--- config.mk ---
export PLATFORM = sky130hd
export DESIGN_NAME = smbat_top
export DESIGN_NICKNAME = d
export VERILOG_FILES = /design/src/smbat_pkg.sv /design/src/smbat_tmo_if.sv /design/src/smbat_sync.sv /design/src/smbat_tmo.sv /design/src/smbat_top.sv
export VERILOG_INCLUDE_DIRS = /design/src
export SDC_FILE = /design/constraint.sdc
export NUM_CORES = 1
export LEC_CHECK = 0
export BUFFER_PORTS_ARGS = -buffer_cell sky130_fd_sc_hd__buf_2
export CORE_ASPECT_RATIO = 1.4
export CORE_MARGIN = 2
export CORE_UTILIZATION = 39
export CTS_BUF_LIST = sky130_fd_sc_hd__clkbuf_2
export CTS_CLUSTER_DIAMETER = 50
export DETAILED_ROUTE_END_ITERATION = 7
export PLACE_DENSITY = 0.62
export SYNTH_ARGS = -nofsm -noshare
export SYNTH_HDL_FRONTEND = slang
export SYNTH_SLANG_ARGS = --single-unit
--- constraint.sdc ---
create_clock -name clk_sys -period 3.2 [get_ports clk_sys]
set_input_delay 0.48 -clock clk_sys [delete_from_list [all_inputs] [get_ports clk_sys]]
set_output_delay 0.48 -clock clk_sys [all_outputs]
set_load 0.005 [all_outputs]
--- src/smbat_defs.svh ---
// constants of the smbus alert, timeout and interrupt merge block
// assumes a 100 MHz system clock; included by the package only, the modules use its macros
`ifndef SMBAT_DEFS_SVH
`define SMBAT_DEFS_SVH

// clock and timing
`define SMBAT_CLK_KHZ 100000
`define SMBAT_TLOW_MS 35
`define SMBAT_TLOW_CYC (`SMBAT_TLOW_MS * `SMBAT_CLK_KHZ)
`define SMBAT_TCNT_W 22
`define SMBAT_FMAX_KHZ 100
`define SMBAT_FMIN_KHZ 10
`define SMBAT_HALF_MIN \
    ((`SMBAT_CLK_KHZ + 2 * `SMBAT_FMAX_KHZ - 1) / (2 * `SMBAT_FMAX_KHZ))
`define SMBAT_HALF_MAX (`SMBAT_CLK_KHZ / (2 * `SMBAT_FMIN_KHZ))

// register byte offsets
`define SMBAT_OFS_CTRL 5'h00
`define SMBAT_OFS_IRQEN 5'h04
`define SMBAT_OFS_STAT 5'h08
`define SMBAT_OFS_OWN 5'h0C
`define SMBAT_OFS_DIV 5'h10

// control bits
`define SMBAT_C_EN 0
`define SMBAT_C_SMB 1
`define SMBAT_C_HOST 2
`define SMBAT_C_ARP 3
`define SMBAT_C_ALERT 4
`define SMBAT_C_STOP 5
`define SMBAT_C_FRZ 6

// interrupt enable bits
`define SMBAT_I_EVT 0
`define SMBAT_I_BUF 1
`define SMBAT_I_ERR 2

// status bits
`define SMBAT_S_RXF 5
`define SMBAT_S_TXE 6
`define SMBAT_S_TMO 12
`define SMBAT_S_ALERT 13
`define SMBAT_S_HOSTM 14
`define SMBAT_S_DFLTM 15
`define SMBAT_W1C_MASK 16'hFF9F

// reset values and bus addresses
`define SMBAT_CTRL_RST 7'h00
`define SMBAT_OWN_RST 7'h00
`define SMBAT_ARA 7'h0C
`define SMBAT_DFLT_ADDR 7'h61
`define SMBAT_HOST_HDR 7'h08

`endif

--- src/smbat_pkg.sv ---
// types of the smbus alert, timeout and interrupt merge block
// assumes the constants header sits beside it
`include "smbat_defs.svh"
package smbat_pkg;

    // link monitor states, gray along idle-addr-ack-send-mack
    typedef enum logic [2:0] {
        S_IDLE = 3'h0,
        S_ADDR = 3'h1,
        S_ACK = 3'h3,
        S_SEND = 3'h2,
        S_MACK = 3'h6
    } smbat_mon_type;

    typedef struct packed {
        logic [6:0] ctrl;
        logic [2:0] irqen;
        logic [15:0] stat;
        logic [6:0] own;
        logic [12:0] div;
        logic [12:0] dcnt;
        logic tick;
        logic wait_r;
        logic [31:0] rdata;
        logic scl_p;
        logic sda_p;
        smbat_mon_type st;
        logic [3:0] bcnt;
        logic [7:0] sh;
        logic [7:0] tx;
        logic ara_rd;
        logic sda_oe_n;
        logic alert_oe_n;
        logic evt_irq;
        logic err_irq;
    } smbat_top_type;

    typedef struct packed {
        logic [`SMBAT_TCNT_W-1:0] cnt;
        logic expired;
    } smbat_tmo_type;

endpackage

--- src/smbat_tmo_if.sv ---
// carrier between the block top and its clock-low timeout counter
// assumes both ends run on the same system clock
`timescale 1ns/1ps
`default_nettype none
interface smbat_tmo_if;
    logic run;
    logic scl_low;
    logic freeze;
    logic expired;
    modport ctl (output run, output scl_low, output freeze,
        input expired);
    modport cnt (input run, input scl_low, input freeze,
        output expired);
endinterface
`default_nettype wire

--- src/smbat_sync.sv ---
// two-stage synchroniser for pins sampled by the system clock
// assumes inputs are asynchronous levels; only s2 is read outside
`timescale 1ns/1ps
`default_nettype none
module smbat_sync #(
    parameter int W = 3
) (
    input wire logic clk_sys,
    input wire logic arst_n,
    input wire logic [W-1:0] d,
    output logic [W-1:0] q
);
    typedef struct packed {
        logic [W-1:0] s1;
        logic [W-1:0] s2;
    } smbat_sync_type;
    smbat_sync_type r, n;

    // idle open-drain lines rest high
    always_comb
    begin
        n = r;
        n.s1 = d;
        n.s2 = r.s1;
    end

    always_ff @(posedge clk_sys or negedge arst_n)
    begin
        if (!arst_n)
            r <= '1;
        else
            r <= n;
    end

    assign q = r.s2;
endmodule
`default_nettype wire

--- src/smbat_tmo.sv ---
// clock-low timeout counter, one expiry pulse per low stretch
// assumes scl_low comes from a synchronised pin
`timescale 1ns/1ps
`default_nettype none
module smbat_tmo
    import smbat_pkg::*;
#(
    parameter int TLOW_CYC = `SMBAT_TLOW_CYC
) (
    input wire logic clk_sys,
    input wire logic arst_n,
    smbat_tmo_if.cnt t
);
    localparam logic [`SMBAT_TCNT_W-1:0] LIM =
        `SMBAT_TCNT_W'(TLOW_CYC);
    smbat_tmo_type r, n;

    // count while low, restart on high, hold on debug freeze
    always_comb
    begin
        n = r;
        n.expired = 1'h0;
        if (!t.run || !t.scl_low)
            n.cnt = '0; // RULE_23
        else if (t.freeze)
            n.cnt = r.cnt; // RULE_17
        else if (r.cnt < LIM)
        begin
            n.cnt = r.cnt + `SMBAT_TCNT_W'(1);
            n.expired = (r.cnt == LIM - `SMBAT_TCNT_W'(1)); // RULE_02
        end
    end

    always_ff @(posedge clk_sys or negedge arst_n)
    begin
        if (!arst_n)
            r <= '0;
        else
            r <= n;
    end

    assign t.expired = r.expired;
endmodule
`default_nettype wire

--- src/smbat_top.sv ---
// smbus alert, clock-low timeout and interrupt merge, avalon-mm slave
// assumes the byte engine feeds event and error pulses on clk_sys
// Operation
// RULE_01 - quick command gets no special handling; only addressed bytes.
// RULE_02 - clock line low beyond 35 ms is a bus fault.
// RULE_03 - timeout sets a sticky status flag for software.
// RULE_04 - generated master clock stays within 10 to 100 kHz.
// RULE_05 - software sets alert request, pulling the alert line low.
// RULE_06 - host addresses alert response address 0001100, any direction.
// RULE_07 - only a device driving alert acknowledges the response address.
// RULE_08 - alert line low sets an alert status flag; the code sets it in host type only.
// RULE_09 - alert reply byte holds own address in upper seven bits.
// RULE_10 - address arbitration decides among several alerting devices.
// RULE_11 - after delivering its address the device releases alert.
// RULE_12 - host reads response address again while alert stays low.
// RULE_13 - software enables smbus mode, then type and resolution.
// RULE_14 - resolution on, device type: acknowledge default device address.
// RULE_15 - resolution on, host type: recognise host header address.
// RULE_16 - host header and default address matches set status flags.
// RULE_17 - debug control freezes the timeout counter while halted.
// RULE_18 - event interrupt ORs five event flags, gated by enable.
// RULE_19 - buffer flags need both event and buffer enables.
// RULE_20 - fault interrupt ORs seven error flags, gated by enable.
// RULE_21 - timeout sets the stop request to release the bus.
// RULE_22 - disabling clears alert request; released alert gives no ack.
// RULE_23 - timeout counts clocks while line low, restarting on high.
`timescale 1ns/1ps
`default_nettype none
module smbat_top
    import smbat_pkg::*;
#(
    parameter int TLOW_CYC = `SMBAT_TLOW_CYC
) (
    input wire logic clk_sys,
    input wire logic arst_n,
    input wire logic [4:0] avs_address,
    input wire logic avs_read,
    input wire logic avs_write,
    input wire logic [31:0] avs_writedata,
    output logic [31:0] avs_readdata,
    output logic avs_waitrequest,
    input wire logic scl_i,
    input wire logic sda_i,
    output logic sda_o,
    output logic sda_oe_n,
    input wire logic alert_i,
    output logic alert_o,
    output logic alert_oe_n,
    input wire logic [4:0] evt_set,
    input wire logic [4:0] err_set,
    input wire logic rx_buffer_full_flag,
    input wire logic tx_buffer_empty_flag,
    input wire logic debug_halt,
    output logic stop_request,
    output logic scl_tick,
    output logic event_irq,
    output logic fault_irq
);
    smbat_top_type r, n;
    smbat_tmo_if tif ();
    logic [2:0] pins_s;
    logic scl_s;
    logic sda_s;
    logic alert_s;
    logic rise;
    logic fall;
    logic start_c;
    logic stop_c;
    logic mon_on;
    logic addr_done;
    logic ara_hit;
    logic dflt_hit;
    logic host_hit;
    logic [15:0] sets;

    // word decode shared by the read and write paths
    function automatic logic sel(input logic [4:0] a,
        input logic [4:0] ofs);
        sel = (a[4:2] == ofs[4:2]) && (a[1:0] == 2'h0);
    endfunction

    smbat_sync #(.W(3)) u_sync (
        .clk_sys(clk_sys),
        .arst_n(arst_n),
        .d({scl_i, sda_i, alert_i}),
        .q(pins_s)
    );

    smbat_tmo #(.TLOW_CYC(TLOW_CYC)) u_tmo (
        .clk_sys(clk_sys),
        .arst_n(arst_n),
        .t(tif)
    );

    // link edges and conditions, all from synchronised samples
    assign scl_s = pins_s[2];
    assign sda_s = pins_s[1];
    assign alert_s = pins_s[0];
    assign rise = scl_s && !r.scl_p;
    assign fall = !scl_s && r.scl_p;
    assign start_c = scl_s && r.scl_p && r.sda_p && !sda_s;
    assign stop_c = scl_s && r.scl_p && !r.sda_p && sda_s;
    assign mon_on = r.ctrl[`SMBAT_C_EN] && r.ctrl[`SMBAT_C_SMB];

    // timeout counter hookup
    assign tif.run = mon_on;
    assign tif.scl_low = !scl_s;
    assign tif.freeze = debug_halt && r.ctrl[`SMBAT_C_FRZ]; // RULE_17

    // address byte complete at the falling clock edge after the eighth rising edge
    assign addr_done = r.st == S_ADDR && fall && r.bcnt == 4'h8;
    assign ara_hit = addr_done && r.ctrl[`SMBAT_C_ALERT]
        && r.sh[7:1] == `SMBAT_ARA; // RULE_07
    assign dflt_hit = addr_done && r.ctrl[`SMBAT_C_ARP]
        && !r.ctrl[`SMBAT_C_HOST]
        && r.sh[7:1] == `SMBAT_DFLT_ADDR; // RULE_14
    assign host_hit = addr_done && r.ctrl[`SMBAT_C_ARP]
        && r.ctrl[`SMBAT_C_HOST]
        && r.sh[7:1] == `SMBAT_HOST_HDR; // RULE_15

    // hardware flag sets, applied after software clears so they win
    assign sets = {dflt_hit, host_hit,
        mon_on && r.ctrl[`SMBAT_C_HOST] && !alert_s, // RULE_08
        tif.expired, err_set, 2'h0, evt_set}; // RULE_03 RULE_16

    always_comb
    begin
        n = r;
        n.tick = 1'h0;
        n.scl_p = scl_s;
        n.sda_p = sda_s;

        // bus slave: one wait cycle, then the access completes
        if ((avs_read || avs_write) && r.wait_r)
        begin
            n.wait_r = 1'h0;
            n.rdata = 32'h0000_0000;
            if (sel(avs_address, `SMBAT_OFS_CTRL))
                n.rdata[6:0] = r.ctrl;
            else if (sel(avs_address, `SMBAT_OFS_IRQEN))
                n.rdata[2:0] = r.irqen;
            else if (sel(avs_address, `SMBAT_OFS_STAT))
            begin
                n.rdata[15:0] = r.stat;
                n.rdata[`SMBAT_S_RXF] = rx_buffer_full_flag;
                n.rdata[`SMBAT_S_TXE] = tx_buffer_empty_flag;
            end
            else if (sel(avs_address, `SMBAT_OFS_OWN))
                n.rdata[6:0] = r.own;
            else if (sel(avs_address, `SMBAT_OFS_DIV))
                n.rdata[12:0] = r.div;
        end
        else if (avs_read || avs_write)
        begin
            n.wait_r = 1'h1;
            if (avs_write && sel(avs_address, `SMBAT_OFS_CTRL))
                n.ctrl = avs_writedata[6:0]; // RULE_05 RULE_13
            else if (avs_write && sel(avs_address, `SMBAT_OFS_IRQEN))
                n.irqen = avs_writedata[2:0];
            else if (avs_write && sel(avs_address, `SMBAT_OFS_STAT))
                n.stat = r.stat & ~(avs_writedata[15:0]
                    & `SMBAT_W1C_MASK);
            else if (avs_write && sel(avs_address, `SMBAT_OFS_OWN))
                n.own = avs_writedata[6:0];
            else if (avs_write && sel(avs_address, `SMBAT_OFS_DIV))
            begin
                // clamp the half period so the clock stays legal
                if (avs_writedata[12:0] < 13'(`SMBAT_HALF_MIN))
                    n.div = 13'(`SMBAT_HALF_MIN); // RULE_04
                else if (avs_writedata[12:0] > 13'(`SMBAT_HALF_MAX))
                    n.div = 13'(`SMBAT_HALF_MAX); // RULE_04
                else
                    n.div = avs_writedata[12:0];
            end
        end

        // sticky flags: set beats a same-cycle clear
        n.stat = n.stat | sets;

        // half-period tick for the byte engine's master clock
        if (!r.ctrl[`SMBAT_C_EN] || r.dcnt >= r.div - 13'h1)
            n.dcnt = 13'h0;
        else
            n.dcnt = r.dcnt + 13'h1;
        n.tick = r.ctrl[`SMBAT_C_EN] && r.dcnt >= r.div - 13'h1;

        // timeout forces a stop request; a stop on the bus clears it
        if (stop_c)
            n.ctrl[`SMBAT_C_STOP] = 1'h0;
        if (tif.expired)
            n.ctrl[`SMBAT_C_STOP] = 1'h1; // RULE_21

        // link monitor for the smbus-specific addresses
        unique case (r.st)
            S_IDLE:
                n.st = S_IDLE;
            S_ADDR:
                if (rise && r.bcnt != 4'h8)
                begin
                    n.sh = {r.sh[6:0], sda_s};
                    n.bcnt = r.bcnt + 4'h1;
                end
                else if (addr_done)
                begin
                    // a quick command simply ends at stop after this ack
                    if (ara_hit || dflt_hit || host_hit)
                    begin
                        n.sda_oe_n = 1'h0; // RULE_06 RULE_14
                        n.st = S_ACK;
                        n.ara_rd = ara_hit && r.sh[0]; // RULE_01
                    end
                    else
                        n.st = S_IDLE; // RULE_22
                end
            S_ACK:
                if (fall && r.ara_rd)
                begin
                    // first reply bit goes out right after the ack
                    n.st = S_SEND;
                    n.bcnt = 4'h0;
                    n.tx = {r.own, 1'h0}; // RULE_09
                    n.sda_oe_n = r.own[6];
                end
                else if (fall)
                begin
                    n.sda_oe_n = 1'h1;
                    n.st = S_IDLE;
                end
            S_SEND:
                if (rise && r.tx[7] && !sda_s)
                begin
                    // a smaller address pulled low: we lost, back off
                    n.sda_oe_n = 1'h1; // RULE_10
                    n.st = S_IDLE;
                end
                else if (rise)
                    n.bcnt = r.bcnt + 4'h1;
                else if (fall && r.bcnt == 4'h8)
                begin
                    n.sda_oe_n = 1'h1;
                    n.st = S_MACK;
                end
                else if (fall)
                begin
                    n.tx = {r.tx[6:0], 1'h0};
                    n.sda_oe_n = r.tx[6];
                end
            S_MACK:
                if (rise)
                begin
                    // whole address went out, so the alert is served
                    n.ctrl[`SMBAT_C_ALERT] = 1'h0; // RULE_11
                    n.st = S_IDLE;
                end
            default:
                n.st = S_IDLE;
        endcase

        // start and stop restart the monitor from any state
        if (start_c)
        begin
            n.st = S_ADDR;
            n.bcnt = 4'h0;
            n.sda_oe_n = 1'h1;
        end
        else if (stop_c)
        begin
            n.st = S_IDLE;
            n.sda_oe_n = 1'h1;
        end
        if (!mon_on)
        begin
            n.st = S_IDLE;
            n.sda_oe_n = 1'h1;
        end

        // disabling drops a pending alert request
        if (!r.ctrl[`SMBAT_C_EN])
            n.ctrl[`SMBAT_C_ALERT] = 1'h0; // RULE_22
        n.alert_oe_n = !n.ctrl[`SMBAT_C_ALERT]; // RULE_05

        // interrupt merge from registered status flags and the live buffer flag inputs
        n.evt_irq = r.irqen[`SMBAT_I_EVT] && ((|r.stat[4:0])
            || (r.irqen[`SMBAT_I_BUF] && (rx_buffer_full_flag
            || tx_buffer_empty_flag))); // RULE_18 RULE_19
        n.err_irq = r.irqen[`SMBAT_I_ERR]
            && (|r.stat[13:7]); // RULE_20
    end

    always_ff @(posedge clk_sys or negedge arst_n)
    begin
        if (!arst_n)
        begin
            r <= '0;
            r.ctrl <= `SMBAT_CTRL_RST;
            r.own <= `SMBAT_OWN_RST;
            r.div <= 13'(`SMBAT_HALF_MIN);
            r.wait_r <= 1'h1;
            r.scl_p <= 1'h1;
            r.sda_p <= 1'h1;
            r.st <= S_IDLE;
            r.sda_oe_n <= 1'h1;
            r.alert_oe_n <= 1'h1;
        end
        else
            r <= n;
    end

    // outputs straight from the state register, except sda_o and alert_o tied low
    assign avs_readdata = r.rdata;
    assign avs_waitrequest = r.wait_r;
    assign sda_o = 1'h0;
    assign alert_o = 1'h0;
    assign sda_oe_n = r.sda_oe_n;
    assign alert_oe_n = r.alert_oe_n;
    assign stop_request = r.ctrl[`SMBAT_C_STOP];
    assign scl_tick = r.tick;
    assign event_irq = r.evt_irq;
    assign fault_irq = r.err_irq;
endmodule
`default_nettype wire

== Word level (Yosys, flattened, before mapping) ==
Cells that the tools add are included.

* Input port bits: 57
* Logic and storage cells: 229
* Output and inout bits: 41
* Flip-flop bits (word level): 136

* Bitwise gates (word level): 9
* Muxes and demuxes: 73
* Reductions and logical operators: 79
* Equality and inequality tests: 34
* $add $sub $neg: 4
* $lt $le $gt $ge: 4

{| class="wikitable"
|+ Operators by type and width
! operator !! number
|-
| $mux W13 || 8
|-
| $mux W45 || 2
|-
| $mux W22 || 2
|-
| $mux W3 || 14
|-
| $logic_and A1 B1 Y1 || 41
|-
| $mux W8 || 5
|-
| $mux W39 || 1
|-
| $mux W36 || 1
|-
| $mux W23 || 1
|-
| $add A22 B1 Y22 const B || 1
|-
| $eq A22 B22 Y1 const B || 1
|-
| $lt A22 B22 Y1 const B || 1
|-
| $mux W1 || 21
|-
| $mux W7 || 3
|-
| $mux W20 || 1
|-
| $ne A6 B6 Y1 const B || 3
|-
| $reduce_and A6 Y1 || 3
|-
| $and A16 B16 Y16 || 1
|-
| $mux W16 || 1
|-
| $mux W4 || 4
|-
| $not A16 Y16 || 1
|-
| $or A16 B16 Y16 || 1
|-
| $pmux W8 S2 || 1
|-
| $ne A5 B5 Y1 const B || 3
|-
| other kinds (42) || 82
|}

== Logic depth before layout (Yosys ltp) ==
* Depth after elaboration: 16
* Mapped depth: 13
* Mapped depth without buffers: 12

== Modules after synthesis ==
A second synthesis with hierarchy kept.

* Cell total of the unflattened synthesis: 733
* Area, all modules: 7,110.6 µm²

{| class="wikitable"
|+ By module, submodules not included
! module !! instances !! seq. area each (µm²) !! area an instance (µm²) !! cells each
|-
| smbat_top || 1 || 2,616.3 || 5,641.7 || 588
|-
| smbat_tmo || 1 || 575.6 || 1,311.3 || 139
|-
| smbat_sync || 1 || 157.7 || 157.7 || 6
|}

== Worst setup path after synthesis ==
OpenSTA, ideal clock, no wires.

* Path kind: register to register
* From: register r[78] in the netlist's numbering
* To: register r[66] in the netlist's numbering
* Cell stages (with the launch flop): 13
* Path slack: 0.212 ns
* Arrival: 2.894 ns
* Library setup time: 0.094 ns
* Buffers on the path: 1
* Period minus slack after synthesis: 2.988 ns
* Required time: 3.106 ns
* Cell sequence: dfrtp_1 nor3_1 nand2_1 or2_2 nor3_1 xnor2_1 ha_1 a2111oi_0 o21ai_0 nor2_1 o31ai_1 clkbuf_1 a211oi_1

{| class="wikitable"
|+ RTL lines
! what !! RTL line !! RTL
|-
| start, declared || smbat_top.sv:59 || <nowiki>smbat_top_type r, n;</nowiki>
|-
| start signal, assigned || smbat_top.sv:306 || <nowiki>r <= n;</nowiki>
|}

==> impl_metrics.env <==
export IMPL_globalRoute_totalOverflow=0
export IMPL_detailedRoute_firstIterationViolations=366
export IMPL_max_cap_viol_count=0
export IMPL_critical_path_class="reg2reg"
export IMPL_clock_latency_ns=0.73
export IMPL_clk_transition_reported_paths_ns=0.21
export IMPL_wl_per_cell_um=17.1
export IMPL_netlist_top_cell_by_area="dfrtp_1"
export IMPL_areaGrowthSynthToFinish_pct=14.8
export IMPL_critPathCaptureType="flop"
export IMPL_utilization_pct=45.9
export IMPL_worst_ir_drop_vdd_mv=0.241
export IMPL_totalNegativeSetupSlack_ns=0
export IMPL_netlist_top_cells_area="dfrtp_1 40%, dfstp_2 6.2%, nand2_1 5.0%"
export IMPL_synth_cells=729
export IMPL_power_density_cell_area_nw_per_um2=532
export IMPL_grt_pass1_wl_mm=29.2
export IMPL_die_area_um2=19600
export IMPL_yosys_register_bits=133
export IMPL_synth_flop_cell="dfrtp_1"
export IMPL_floorplan_core_area_um2=18100
export IMPL_final_setup_viol_count=0
export IMPL_pin_count_of_the_biggest_net_entering_global_routing=84
export IMPL_placed_cells=1004
export IMPL_arrival_time_worst_endpoint_ns=3.62
export IMPL_placementRows=58
export IMPL_die_span_x_um=119
export IMPL_totalPowerFinal_w=0.00441
export IMPL_mostFrequentLayoutCells="116 x dfrtp_1, 97 x nand2_1, 62 x buf_2"
export IMPL_worst_ep_required_time_ns=3.85
export IMPL_final_routed_wirelength_mm=18.4
export IMPL_htree_levels=4
export IMPL_synth_yosys_warnings=0
export IMPL_grt_usage_pct=19.1
export IMPL_critical_path_peak_fanout=14
export IMPL_worst_slew_pin_slew_ns=0.801
export IMPL_layout_cells_non_filler=1072
export IMPL_syn_area_um2=7220
export IMPL_layout_cells_most_common="dfrtp_1"
export IMPL_final_max_slew_viol_count=0
export IMPL_antenna_violating_nets_post_route=0
export IMPL_cts_root_buf="clkbuf_2"
export IMPL_drt_pre_antenna_iters=5
export IMPL_worst_slew_margin_rel_pct=46.6
export IMPL_port_buf_inserts=63
export IMPL_detailroute_via_count=5719
export IMPL_number_of_enable_flip_flop_cells_after_synthesis=0
export IMPL_chipHeight_um=165
export IMPL_postSynth_asyncResetShare_pct=100
export IMPL_synth_top_area_share_pct=40.2
export IMPL_min_path_type="in2reg"
export IMPL_cts_buffer_depth=2
export IMPL_synthesized_area_per_cell_um2=9.91
export IMPL_synth_yosys_seq_area_share_pct=46.4
export IMPL_fmax_mhz=336
export IMPL_layout_filler_cells=1737
export IMPL_gpl_final_weighted_congestion=0.869
export IMPL_dr_drc_count=0
export IMPL_leakage_nw=3.54
export IMPL_finalClockSkew_ns=0.0298
export IMPL_type_of_element_launching_the_critical_path="flop"
export IMPL_fin_worst_hold_slack_ns=0.116
export IMPL_ys_types=79
export IMPL_number_of_antenna_violations_at_the_first_check_in_global_routing=1
export IMPL_routed_via_density=5.33
export IMPL_clkSinkCount=133
export IMPL_rsz0062_at_grt="false"
export IMPL_initial_core_util_pct=40.0
export IMPL_outcome="finished clean"
export IMPL_design_final_nets=893
export IMPL_fin_crit_sh_pct=92.9
export IMPL_crit_path_time_final_ns=2.97
export IMPL_numCtsBuffers=17
export IMPL_dp_hpwl_mm=13.0
export IMPL_num_io_pins=98
export IMPL_layout_drive_gt1_share_pct=20.3
export IMPL_report_final_hold_viol_count=0
export IMPL_tritoncts_clock_tree="yes"
export IMPL_first_global_vias=5658
## registers in the layout, indices dropped and copies added (netlist names)
signal           flops
alert_oe_n           1
avs_readdata        16
avs_waitrequest      1
event_irq            1
fault_irq            1
r                   81
scl_tick             1
sda_oe_n             1
stop_request         1
u_sync.n             3
u_sync.q             3
u_tmo.r             22
u_tmo.t.expired      1
## synthesized netlist by cell type, types with 8 or more instances
library cell / n
nor4_1: 8
nand3_1: 20
a31oi_1: 8
a22oi_1: 8
xor2_1: 11
clkbuf_1: 16
buf_4: 34
xnor2_1: 22
and3_1: 11
nand2b_1: 11
a21oi_1: 20
ha_1: 18
a21o_1: 13
nor3_1: 10
nor2_1: 42
dfrtp_1: 116
mux2i_1: 14
mux2_2: 23
dfstp_2: 17
inv_1: 19
o21ai_0: 44
nand2_1: 97
a211oi_1: 18
## area by class of cell
class	instances	area (um2)	area share [%]
Clock inverter	13	156	1.89
Clock buffer	19	95.1	1.15
Timing Repair Buffer	112	787	9.49
Sequential cell	133	3350	40.4
Antenna cell	1	2.50	0.0302
Tap cell	240	300	3.62
Inverter	19	71.3	0.860
Multi-Input combinational cell	535	3530	42.6
## kinds of logic after synthesis
family	share of synthesized area (%)
and+or+nand+nor	18.3
DFF	46.4
other	0.0519
adders and majority gates	3.12
AOI/OAI and AO/OA	16.5
buffers and inverters	6.15
xor gates and xnor gates	4.00
muxes	5.52
## power by group
part / leakage [nW] / internal, W / switching, W
Sequential: 1.71 / 0.00191 / 0.000232
Combinational: 1.67 / 0.000530 / 0.000645
Clock: 0.156 / 0.000442 / 0.000658
## metal layers
metal  up-vias  GRT usage (%)  routed length [um]
li1       2761              -                   -
met1      2797           21.6                7570
met2       138           35.9                9870
met3        23           3.35                 583
met4         0           7.03                 334
met5         -              0                   0
## worst max-delay path, stage by stage (launching register included)
cell and delay, ns:
dfrtp_1 0.46, inv_1 0.10, ha_1 0.19, nand2_1 0.08
or3_1 0.36, nor4_2 0.27, xnor2_1 0.11, ha_1 0.23
a2111oi_4 0.34, o21ai_0 0.14, nor2_1 0.10, o31ai_1 0.11
buf_12 0.19, a211oi_1 0.24
## stage by stage
stage | area [um2] | worst slack (ns)
2_1_floorplan | 7290 | 0.212
3_3_place_gp | 7660 | 0.0941
3_5_place_dp | 7660 | -0.00527
4_1_cts | 8250 | 0.0245
5_1_grt | 8300 | 0.00642
6_report | 8300 | 0.226
## timing repair
action                     in CTS  in global routing
gates resized for setup         1                  5
buffers inserted                0                  1
setup endpoints to repair      12                 14
hold buffers                   34                  0
hold endpoints to repair       96                  0
## path summary, 6_finish.rpt
check / start / to / slack, ns / depth (start not counted)
hold reg to reg: u_sync.n[0] / u_sync.q[0] / 0.35 / 0
hold / removal: avs_writedata[9] / r[86] / 0.12 / 3
max in group asynchronous: arst_n / avs_waitrequest / 2.04 / 3
setup reg to reg: r[77] / r[66] / 0.23 / 13
min in group asynchronous: arst_n / r[25] / 0.34 / 2
setup / recovery: r[77] / r[66] / 0.23 / 13
Power figures use the tool's default switching activity.
